`config.mk`:
```
export PLATFORM = sky130hd
export DESIGN_NAME = ups_status_ctrl
export DESIGN_NICKNAME = d
export VERILOG_FILES = /design/src/ups_pkg.sv /design/src/ups_status_ctrl.sv
export SDC_FILE = /design/constraint.sdc
export NUM_CORES = 1
export LEC_CHECK = 0
export BUFFER_PORTS_ARGS = -buffer_cell sky130_fd_sc_hd__buf_2
export CORE_MARGIN = 5
export CORE_UTILIZATION = 45
export CTS_CLUSTER_DIAMETER = 100
export DETAILED_ROUTE_END_ITERATION = 6
export PLACE_DENSITY_LB_ADDON = 0.25
export SETUP_SLACK_MARGIN = 0.05
export SYNTH_ARGS = -nofsm -noshare
export SYNTH_HDL_FRONTEND = slang
export SYNTH_SLANG_ARGS = --single-unit
export TNS_END_PERCENT = 30
```
`constraint.sdc`:
```
create_clock -name mclk -period 2.6 [get_ports mclk]
set_clock_uncertainty 0.05 [all_clocks]
set_input_delay 0 -clock mclk [delete_from_list [all_inputs] [get_ports mclk]]
set_output_delay 0 -clock mclk [all_outputs]
set_load 0.01 [all_outputs]
```
`src/ups_pkg.sv`:
```
// Package with register map, field positions and timing constants of the status block.
package ups_pkg;

  // --------------------------------------------------------------------------
  // Register offsets
  // --------------------------------------------------------------------------
  localparam logic [7:0] BUS_STATUS_CONTROL_OFS   = 8'h1a;
  localparam logic [7:0] ENDPOINT_FLAGS_OFS       = 8'h1b;
  localparam logic [7:0] SYSTEM_CLOCK_CONTROL_OFS = 8'h1c;

  // --------------------------------------------------------------------------
  // Field positions
  // --------------------------------------------------------------------------
  localparam int BSC_SUSPEND   = 0;
  localparam int BSC_WAKEUP    = 1;
  localparam int BSC_RESET     = 2;
  localparam int BSC_RESUME    = 3;
  localparam int BSC_DATA_IN   = 4;
  localparam int BSC_CLOCK_IN  = 5;
  localparam int BSC_DATA_OUT  = 6;
  localparam int BSC_CLOCK_OUT = 7;
  localparam int EPF_REQ_LO    = 0;
  localparam int EPF_LEGACY    = 4;
  localparam int EPF_SERIAL    = 5;
  localparam int EPF_MARKER    = 7;
  localparam int SCC_CLK_GATE  = 3;
  localparam int SCC_DEEP_SUSP = 4;
  localparam int SCC_OSC_RATE  = 6;
  localparam int SCC_MARKER    = 7;
  localparam int NUM_EP        = 3;

  // Bits that firmware may write; reserved bits are held at zero.
  localparam logic [7:0] EPF_WMASK = 8'hb7;
  localparam logic [7:0] SCC_WMASK = 8'hd8;

  // --------------------------------------------------------------------------
  // Reset values
  // --------------------------------------------------------------------------
  localparam logic       KBD_LINE_RST = 1'b1;
  localparam logic [7:0] EPF_RST      = 8'h00;
  localparam logic [7:0] SCC_RST      = 8'h00;

  // --------------------------------------------------------------------------
  // Timing
  // --------------------------------------------------------------------------
  localparam int CLK_HZ        = 50000000;
  localparam int IDLE_MS       = 3;
  localparam int IDLE_CYCLES   = (CLK_HZ / 1000) * IDLE_MS;

  // Register bus request carried as one bundle.
  typedef struct packed {
    logic [7:0] addr;
    logic [7:0] wdata;
    logic       wr;
    logic       rd;
  } ups_req_t;

  // Events reported by the bus front end.
  typedef struct packed {
    logic               bus_active;
    logic               bus_reset;
    logic               resume;
    logic [NUM_EP-1:0]  ep_access;
  } ups_evt_t;

endpackage

```
`src/ups_status_ctrl.sv`:
```
// Status, control and clock-select register bank of the serial bus and keyboard-port block.
//
// Chosen here: strobed register access.
`timescale 1ns/1ps
// Summary of operation
// Bus status bit 0 is read-only and reads 1 while suspended.
// Bus status bit 1 is write-only remote wake-up drive, reset 0.
// Bus status bit 2 is a readable, writable bus reset flag, reset 0.
// Bus status bit 3 is read-only, set on host resume, reset 0.
// Bus status bits 6 and 7 are write-only port line drives, reset 1.
// Endpoint access sets its request flag and raises the interrupt if allowed.
// Firmware clears a serviced flag; an access while the flag is 1 is dropped, not held.
// Firmware writes 0 to reserved endpoint register bits 3 and 6.
// Endpoint register bit 4 selects legacy port operation, reset 0.
// Endpoint register bit 5 selects serial bus operation, reset 0.
// Endpoint register bit 7 is a firmware bus-mode marker, reset 0.
// Clock register bit 3 gates the bus clock, reset 0.
// Clock register bit 4 is deep suspend; never set in serial bus mode.
// Clock register bit 6 picks 12 MHz at 0, 6 MHz at 1, reset 0.
// Clock register bit 7 is a firmware legacy-port marker, reset 0.
// Firmware writes 0 to reserved clock register bits 0 to 2 and 5.
// Legacy select alone routes pins to port lines; serial select to engine.
// Bits 4 and 5 read pin levels, gated by their output bits.
// Over 3 ms without bus activity sets suspend and raises the interrupt.
// Hardware sets the bus reset flag; it holds until firmware writes 0.
module ups_status_ctrl #(
  parameter int IDLE_CYCLES = ups_pkg::IDLE_CYCLES
) (
  input  wire logic                        mclk,
  input  wire logic                        rstn,
  input  wire ups_pkg::ups_req_t           req,
  output logic [7:0]                       rdata,
  input  wire ups_pkg::ups_evt_t           evt,
  input  wire logic                        irq_enable,
  input  wire logic                        stack_full,
  output logic                             bus_irq,
  output logic                             remote_wakeup_drive,
  input  wire logic                        kbd_data_pin_in,
  input  wire logic                        kbd_clock_pin_in,
  output logic                             kbd_data_oe,
  output logic                             kbd_clock_oe,
  output logic                             kbd_data_pin_out,
  output logic                             kbd_clock_pin_out,
  output logic                             engine_owns_pins,
  output logic                             bus_clock_gate,
  output logic                             deep_suspend,
  output logic                             oscillator_rate_select
);

  // --------------------------------------------------------------------------
  // Input synchronisers
  // --------------------------------------------------------------------------
  logic [1:0] dat_s1_q;
  logic [1:0] dat_s2_q;

  always_ff @(posedge mclk or negedge rstn)
  begin
    if (!rstn)
    begin
      dat_s1_q <= 2'h0;
      dat_s2_q <= 2'h0;
    end
    else
    begin
      dat_s1_q <= {kbd_clock_pin_in, kbd_data_pin_in};
      dat_s2_q <= dat_s1_q;
    end
  end

  // --------------------------------------------------------------------------
  // Address decode
  // --------------------------------------------------------------------------
  wire wr_bsc = req.wr && (req.addr == ups_pkg::BUS_STATUS_CONTROL_OFS);
  wire wr_epf = req.wr && (req.addr == ups_pkg::ENDPOINT_FLAGS_OFS);
  wire wr_scc = req.wr && (req.addr == ups_pkg::SYSTEM_CLOCK_CONTROL_OFS);

  // --------------------------------------------------------------------------
  // Bus status and control
  // --------------------------------------------------------------------------
  logic        suspend_q;
  logic        wakeup_q;
  logic        reset_flag_q;
  logic        resume_q;
  logic        data_out_q;
  logic        clock_out_q;
  logic [31:0] idle_cnt_q;
  logic [31:0] idle_cnt_d;

  wire idle_done = (idle_cnt_q >= 32'(IDLE_CYCLES));
  wire suspend_d = !evt.bus_active && (idle_done || suspend_q);
  wire suspend_rise = suspend_d && !suspend_q;

  assign idle_cnt_d = evt.bus_active ? 32'h0 :
                      (idle_done ? idle_cnt_q : idle_cnt_q + 32'h1);

  // A new bus reset beats a firmware clear in the same cycle.
  wire reset_flag_d = evt.bus_reset ? 1'b1 :
                      (wr_bsc ? req.wdata[ups_pkg::BSC_RESET] : reset_flag_q);

  // Resume is cleared in any cycle with bus activity and no new resume.
  wire resume_d = evt.resume ? 1'b1 :
                  ((evt.bus_active && !evt.resume) ? 1'b0 : resume_q);

  always_ff @(posedge mclk or negedge rstn)
  begin
    if (!rstn)
    begin
      suspend_q    <= 1'b0;
      wakeup_q     <= 1'b0;
      reset_flag_q <= 1'b0;
      resume_q     <= 1'b0;
      data_out_q   <= ups_pkg::KBD_LINE_RST;
      clock_out_q  <= ups_pkg::KBD_LINE_RST;
      idle_cnt_q   <= 32'h0;
    end
    else
    begin
      suspend_q    <= suspend_d;
      reset_flag_q <= reset_flag_d;
      resume_q     <= resume_d;
      idle_cnt_q   <= idle_cnt_d;
      if (wr_bsc)
      begin
        wakeup_q    <= req.wdata[ups_pkg::BSC_WAKEUP];
        data_out_q  <= req.wdata[ups_pkg::BSC_DATA_OUT];
        clock_out_q <= req.wdata[ups_pkg::BSC_CLOCK_OUT];
      end
    end
  end

  // --------------------------------------------------------------------------
  // Endpoint flags and interface select
  // --------------------------------------------------------------------------
  logic [7:0] epf_q;
  logic [ups_pkg::NUM_EP-1:0] req_flags;
  logic [ups_pkg::NUM_EP-1:0] req_set;
  logic [ups_pkg::NUM_EP-1:0] req_next;
  logic [ups_pkg::NUM_EP-1:0] req_kept;
  logic [7:0] epf_d;

  assign req_flags = epf_q[ups_pkg::EPF_REQ_LO +: ups_pkg::NUM_EP];
  // Flags as firmware leaves them in this cycle, before any new access.
  assign req_kept = wr_epf ? req.wdata[ups_pkg::EPF_REQ_LO +: ups_pkg::NUM_EP] : req_flags;
  // An access is taken only while its flag is clear, or cleared in this cycle.
  assign req_set  = evt.ep_access & ~req_kept;
  // Set wins over a firmware clear in the same cycle.
  assign req_next = req_kept | req_set;

  always_comb
  begin
    epf_d = wr_epf ? (req.wdata & ups_pkg::EPF_WMASK) : epf_q;
    epf_d[ups_pkg::EPF_REQ_LO +: ups_pkg::NUM_EP] = req_next;
  end

  always_ff @(posedge mclk or negedge rstn)
  begin
    if (!rstn)
      epf_q <= ups_pkg::EPF_RST;
    else
      epf_q <= epf_d;
  end

  wire legacy_mode = epf_q[ups_pkg::EPF_LEGACY] && !epf_q[ups_pkg::EPF_SERIAL];
  wire serial_mode = !epf_q[ups_pkg::EPF_LEGACY] && epf_q[ups_pkg::EPF_SERIAL];

  // --------------------------------------------------------------------------
  // System clock control
  // --------------------------------------------------------------------------
  logic [7:0] scc_q;
  logic [7:0] scc_d;

  always_comb
  begin
    scc_d = wr_scc ? (req.wdata & ups_pkg::SCC_WMASK) : scc_q;
    if (serial_mode)
      scc_d[ups_pkg::SCC_DEEP_SUSP] = 1'b0;
  end

  always_ff @(posedge mclk or negedge rstn)
  begin
    if (!rstn)
      scc_q <= ups_pkg::SCC_RST;
    else
      scc_q <= scc_d;
  end

  // --------------------------------------------------------------------------
  // Read mux
  // --------------------------------------------------------------------------
  logic [7:0] bsc_view;
  logic [7:0] rdata_d;

  always_comb
  begin
    bsc_view = 8'h00;
    bsc_view[ups_pkg::BSC_SUSPEND]  = suspend_q;
    bsc_view[ups_pkg::BSC_RESET]    = reset_flag_q;
    bsc_view[ups_pkg::BSC_RESUME]   = resume_q;
    bsc_view[ups_pkg::BSC_DATA_IN]  = dat_s2_q[0] & data_out_q;
    bsc_view[ups_pkg::BSC_CLOCK_IN] = dat_s2_q[1] & clock_out_q;
  end

  assign rdata_d = !req.rd ? 8'h00 :
                   (req.addr == ups_pkg::BUS_STATUS_CONTROL_OFS)   ? bsc_view :
                   (req.addr == ups_pkg::ENDPOINT_FLAGS_OFS)       ? epf_q :
                   (req.addr == ups_pkg::SYSTEM_CLOCK_CONTROL_OFS) ? scc_q :
                   8'h00;

  // --------------------------------------------------------------------------
  // Registered outputs
  // --------------------------------------------------------------------------
  wire irq_d = irq_enable && !stack_full && ((|req_set) || suspend_rise);

  always_ff @(posedge mclk or negedge rstn)
  begin
    if (!rstn)
    begin
      rdata                  <= 8'h00;
      bus_irq                <= 1'b0;
      remote_wakeup_drive    <= 1'b0;
      kbd_data_oe            <= 1'b0;
      kbd_clock_oe           <= 1'b0;
      kbd_data_pin_out       <= 1'b0;
      kbd_clock_pin_out      <= 1'b0;
      engine_owns_pins       <= 1'b0;
      bus_clock_gate         <= 1'b0;
      deep_suspend           <= 1'b0;
      oscillator_rate_select <= 1'b0;
    end
    else
    begin
      rdata                  <= rdata_d;
      bus_irq                <= irq_d;
      remote_wakeup_drive    <= wr_bsc ? req.wdata[ups_pkg::BSC_WAKEUP] : wakeup_q;
      // Open-drain style: drive low only when the output bit is 0.
      kbd_data_oe            <= legacy_mode && !data_out_q;
      kbd_clock_oe           <= legacy_mode && !clock_out_q;
      kbd_data_pin_out       <= data_out_q;
      kbd_clock_pin_out      <= clock_out_q;
      engine_owns_pins       <= serial_mode;
      bus_clock_gate         <= scc_q[ups_pkg::SCC_CLK_GATE];
      deep_suspend           <= scc_q[ups_pkg::SCC_DEEP_SUSP];
      oscillator_rate_select <= scc_q[ups_pkg::SCC_OSC_RATE];
    end
  end

  // --------------------------------------------------------------------------
  // Assertions
  // --------------------------------------------------------------------------
  property p_read_latency;
    @(posedge mclk) disable iff (!rstn)
    req.rd && req.addr == ups_pkg::SYSTEM_CLOCK_CONTROL_OFS |=> rdata == $past(scc_q);
  endproperty
  a_read_latency: assert property (p_read_latency) else $error("clock register read wrong");

  property p_reset_flag_set;
    @(posedge mclk) disable iff (!rstn)
    evt.bus_reset |=> reset_flag_q;
  endproperty
  a_reset_flag_set: assert property (p_reset_flag_set) else $error("reset flag not set");

  property p_reset_flag_hold;
    @(posedge mclk) disable iff (!rstn)
    reset_flag_q && !wr_bsc |=> reset_flag_q;
  endproperty
  a_reset_flag_hold: assert property (p_reset_flag_hold) else $error("reset flag dropped");

  property p_resume_set;
    @(posedge mclk) disable iff (!rstn)
    evt.resume |=> resume_q;
  endproperty
  a_resume_set: assert property (p_resume_set) else $error("resume not recorded");

  property p_ep_set;
    @(posedge mclk) disable iff (!rstn)
    evt.ep_access[0] |=> epf_q[0];
  endproperty
  a_ep_set: assert property (p_ep_set) else $error("endpoint flag not set");

  property p_ep_irq;
    @(posedge mclk) disable iff (!rstn)
    (|req_set) && irq_enable && !stack_full |=> bus_irq;
  endproperty
  a_ep_irq: assert property (p_ep_irq) else $error("endpoint interrupt missing");

  property p_deep_blocked;
    @(posedge mclk) disable iff (!rstn)
    serial_mode |=> !scc_q[ups_pkg::SCC_DEEP_SUSP] ##1 !deep_suspend;
  endproperty
  a_deep_blocked: assert property (p_deep_blocked) else $error("deep suspend in bus mode");

  property p_suspend_idle;
    @(posedge mclk) disable iff (!rstn)
    suspend_q |-> !$past(evt.bus_active);
  endproperty
  a_suspend_idle: assert property (p_suspend_idle) else $error("suspend while active");

  property p_pin_gate;
    @(posedge mclk) disable iff (!rstn)
    !data_out_q |-> !bsc_view[ups_pkg::BSC_DATA_IN];
  endproperty
  a_pin_gate: assert property (p_pin_gate) else $error("data input not gated");

  property p_reserved_zero;
    @(posedge mclk) disable iff (!rstn)
    wr_scc |=> (scc_q & ~ups_pkg::SCC_WMASK) == 8'h00;
  endproperty
  a_reserved_zero: assert property (p_reserved_zero) else $error("reserved clock bits set");

  property p_wake_follow;
    @(posedge mclk) disable iff (!rstn)
    wr_bsc |=> remote_wakeup_drive == $past(req.wdata[ups_pkg::BSC_WAKEUP]);
  endproperty
  a_wake_follow: assert property (p_wake_follow) else $error("wake-up drive wrong");

  property p_port_release;
    @(posedge mclk) disable iff (!rstn)
    !legacy_mode |=> !kbd_data_oe && !kbd_clock_oe;
  endproperty
  a_port_release: assert property (p_port_release) else $error("port line driven");

  property p_irq_gate;
    @(posedge mclk) disable iff (!rstn)
    bus_irq |-> $past(irq_enable) && !$past(stack_full);
  endproperty
  a_irq_gate: assert property (p_irq_gate) else $error("interrupt while blocked");

  property p_suspend_irq;
    @(posedge mclk) disable iff (!rstn)
    suspend_rise && irq_enable && !stack_full |=> bus_irq;
  endproperty
  a_suspend_irq: assert property (p_suspend_irq) else $error("suspend interrupt missing");

  property p_ep_hold;
    @(posedge mclk) disable iff (!rstn)
    req_flags[0] && !wr_epf |=> req_flags[0];
  endproperty
  a_ep_hold: assert property (p_ep_hold) else $error("endpoint flag dropped");

  property p_osc_follow;
    @(posedge mclk) disable iff (!rstn)
    scc_q[ups_pkg::SCC_OSC_RATE] |=> oscillator_rate_select;
  endproperty
  a_osc_follow: assert property (p_osc_follow) else $error("rate select not driven");

endmodule // ups_status_ctrl

```
==> summary.txt <==
Hpwl dp - 3911 µm
Fin nets - 358
Met1 Routed Length - 2775 µm
Fmax - 408.0 MHz
Fin cells - 408
Sequential element share of the synthesized area - 60.64%
Fillers - 529
#FFs+latches synth - 69
Die H - 89.60 µm
Yosys warns - 0
Post-route ant nets - 0
First-pass GRT wire length - 10340 µm
Post-synth top flop - dfrtp_1
Cells after Synth - 246
Measured slew at the worst slew-check pin - 0.6022 ns
Pwr Density - 557.7 nW/µm²
Iteration-0 DRC Markers - 71
Layout cells sized above 1 - 25.08%
HP Start - req[11]
Area growth syn-to-layout - 27.42%
Worst vdd ir - 0.0003761 V
Worst Setup End Kind - flop
Largest area contributor in the netlist - dfrtp_1
Cells on worst reg2reg path - 7
Period minus WS final - 2.451 ns
HP Class - in2reg
Total GRT Usage - 17.17%
Largest delay share family, worst path - simple AND/OR/NAND/NOR gates
CP max stage delay - 0.57 ns
CTS tree - built
# IOs - 48
Slowest cell on crit path - dlygate4sd3_1
Initial core utilization - 45.69%
Die Area - 8028 µm²
Metal3 WL - 281 µm
Number of global-route vias before repair - 2181
Die X - 89.60 µm
Largest net degree at the start of global routing - 67
Worst Path Arrival - 2.68 ns
DR top layer - met4
Placed Cells - 368
Avg WL per Cell - 14.74 µm
Async set-reset flop share out of synthesis - 100.0%
R2R setup slack - 0.15 ns
Hold Fails Final Rpt - 0
Static leakage - 1.735 nW
Clk slew on worst S/H paths - 0.07 ns
EDFF count, synth - 0
Reg-to-Reg Start - idle_cnt_q[18]$_DFFE_PN0P_
DR vias/cell - 5.164
Hold WS - 0.05938 ns
Hold Path End - scc_q[4]$_DFFE_PN0P_
Bufs and invs on worst path - 2
# port buffers - 47
CP Launch Type - flop
Synth top area share - 58.80%
Total gr overflow - 0
Worst EP required - 2.83 ns
Placement Rows - 29
Antenna violations before repair - 0
CTS H-tree depth - 3
Relative slew slack - 59.85%
Netlist cell types - 38
DRC - 0
Hold Path Stages - 5
Ant. Diodes - 0
Setup-failing EPs final - 0
GP Congestion - 0.8049
Clock Sinks - 69
TritonRoute pass-1 iters - 4
Mapped Area - 2851 µm²
Worst skew pair latency - 0.34 ns
Worst reg2reg endpoint - bus_irq$_DFF_PN0_
Dpl ws - 0.1133 ns
Top post-synthesis cells by area - dfrtp_1 59%, nor2b_1 4.8%, mux2_2 3.6%
Routed length on met2 - 2856 µm
Core area - 6241 µm²
Total negative slack - 0 ns
Num CTS Buffers - 9
Post-route setup slack - 0.1492 ns
Syn_area_per_cell - 11.59 µm²
RSZ-0062 raised after global routing - true
Clock root buffer - clkbuf_8
Crit-path max FO - 3
Clk buf depth - 2
Syn_nets - 278
MaxCap Viol Count - 0
Routed via count - 2107
Fin. max-slew vios - 0
Period utilisation layout - 94.26%
Post-Route WL - 6012 µm
Run status - finished clean
Final core utilization - 58.22%
Cells along the critical path - nor4b_1, o221a_2, a211oi_1, buf_4, or3_1, a31oi_1, dlygate4sd3_1
Critical path type - reg2reg
==> kinds of logic after synthesis <==
group	share of synthesized area (%)
AO/OA/AOI/OAI	10.62
adder cells (fa/ha/maj)	0.8774
buffers and inverters	2.238
flip-flops	60.64
multiplexers	4.958
XOR/XNOR	0.3072
AND/OR/NAND/NOR	20.36
==> synth_stat cells, types with 2 or more instances <==
| cell type | number |
|---|---|
| nor4bb_1 | 2 |
| nor4_1 | 3 |
| mux2_2 | 9 |
| a21oi_1 | 16 |
| nand3_1 | 8 |
| dfrtp_1 | 67 |
| inv_1 | 7 |
| dfstp_2 | 2 |
| or4_1 | 4 |
| nor2b_1 | 22 |
| and3_1 | 11 |
| o31ai_1 | 4 |
| nor4b_1 | 2 |
| or3_1 | 13 |
| nand2b_1 | 6 |
| nor2_1 | 7 |
| a32oi_1 | 2 |
| nand2_1 | 15 |
| a211o_1 | 2 |
| a22oi_1 | 5 |
| mux2i_1 | 4 |
| clkbuf_1 | 7 |
| o21ai_0 | 11 |
| ha_1 | 2 |
| a211oi_1 | 2 |
==> cells in the final DEF, fill, tap and decap left out, types with 5 or more instances in the layout <==
master	instances
mux2_2	9
or3_1	13
o21ai_0	11
a21oi_1	16
buf_2	47
nor2_1	7
a22oi_1	5
nand2b_1	6
nand3_1	8
dfrtp_1	67
nand2_1	15
buf_4	5
clkbuf_8	12
and3_1	11
nor2b_1	22
inv_1	7
dlygate4sd3_1	24
==> worst max path at each step <==
| stage | start | end | slack (ns) | depth (start not counted) |
|---|---|---|---|---|
| floorplan | idle_cnt_q[15]$_DFFE_PN0P_ | idle_cnt_q[15]$_DFFE_PN0P_ | 0.36 | 6 |
| global route | idle_cnt_q[16]$_DFFE_PN0P_ | bus_irq$_DFF_PN0_ | 0.05 | 7 |
| CTS | idle_cnt_q[15]$_DFFE_PN0P_ | idle_cnt_q[3]$_DFFE_PN0P_ | 0.08 | 6 |
| finish | idle_cnt_q[18]$_DFFE_PN0P_ | bus_irq$_DFF_PN0_ | 0.15 | 7 |
| detailed placement | idle_cnt_q[15]$_DFFE_PN0P_ | idle_cnt_q[3]$_DFFE_PN0P_ | 0.11 | 6 |
| global placement | idle_cnt_q[15]$_DFFE_PN0P_ | idle_cnt_q[3]$_DFFE_PN0P_ | 0.17 | 6 |
==> power breakdown <==
group	internal, W	switching, W
sequential	0.00110	0.0000129
combinational	0.0000601	0.0000619
clock	0.000425	0.000371
total	0.00158	0.000446
==> worst reg2reg max path, delay by kind of cell (launching register included) <==
kind / cells / cell delay [ns]
simple gates: 2 / 0.72
buf+inv: 2 / 0.72
compound gates: 3 / 0.53
flops: 1 / 0.39
==> layer usage <==
| metal | vias up | GRT usage (%) |
|---|---|---|
| met5 | - | 0 |
| met1 | 1018 | 21.79 |
| li1 | 1042 | - |
| met4 | 0 | 7.578 |
| met2 | 38 | 26.99 |
| met3 | 9 | 5.383 |
==> per-stage QoR <==
| stage | instance area (µm²) | total power, W |
|---|---|---|
| final | 3633 | 0.002026 |
| after global routing | 3633 | 0.002113 |
| after CTS | 3625 | 0.002053 |
| after detailed placement | 3203 | 0.001230 |
| after global placement | 3203 | 0.001228 |
| after floorplan | 2851 | 0.001162 |
==> layout make-up <==
cell class / count / area, µm² / area share (%)
sequential: 69 / 1729 / 47.59
inverter: 7 / 26.28 / 0.7231
tap: 77 / 96.34 / 2.652
clock inverter: 1 / 5.005 / 0.1377
multi-input combinational: 162 / 1067 / 29.37
timing repair buffer: 77 / 533.0 / 14.67
clock buffer: 15 / 176.4 / 4.855
==> sequential cells by signal, summed over array words and instances (netlist names), 2 cells and up <==
name / count
idle_cnt_q: 32
rdata: 8
epf_q: 6
scc_q: 4
dat_s1_q: 2
dat_s2_q: 2
==> repair_timing <==
action	in CTS	in global routing
hold endpoints to repair	92	0
endpoints found under the setup margin	0	6
hold buffers	24	0
setup buffers	0	0
gates resized for setup	0	2
(Power assumes the default switching activity.)
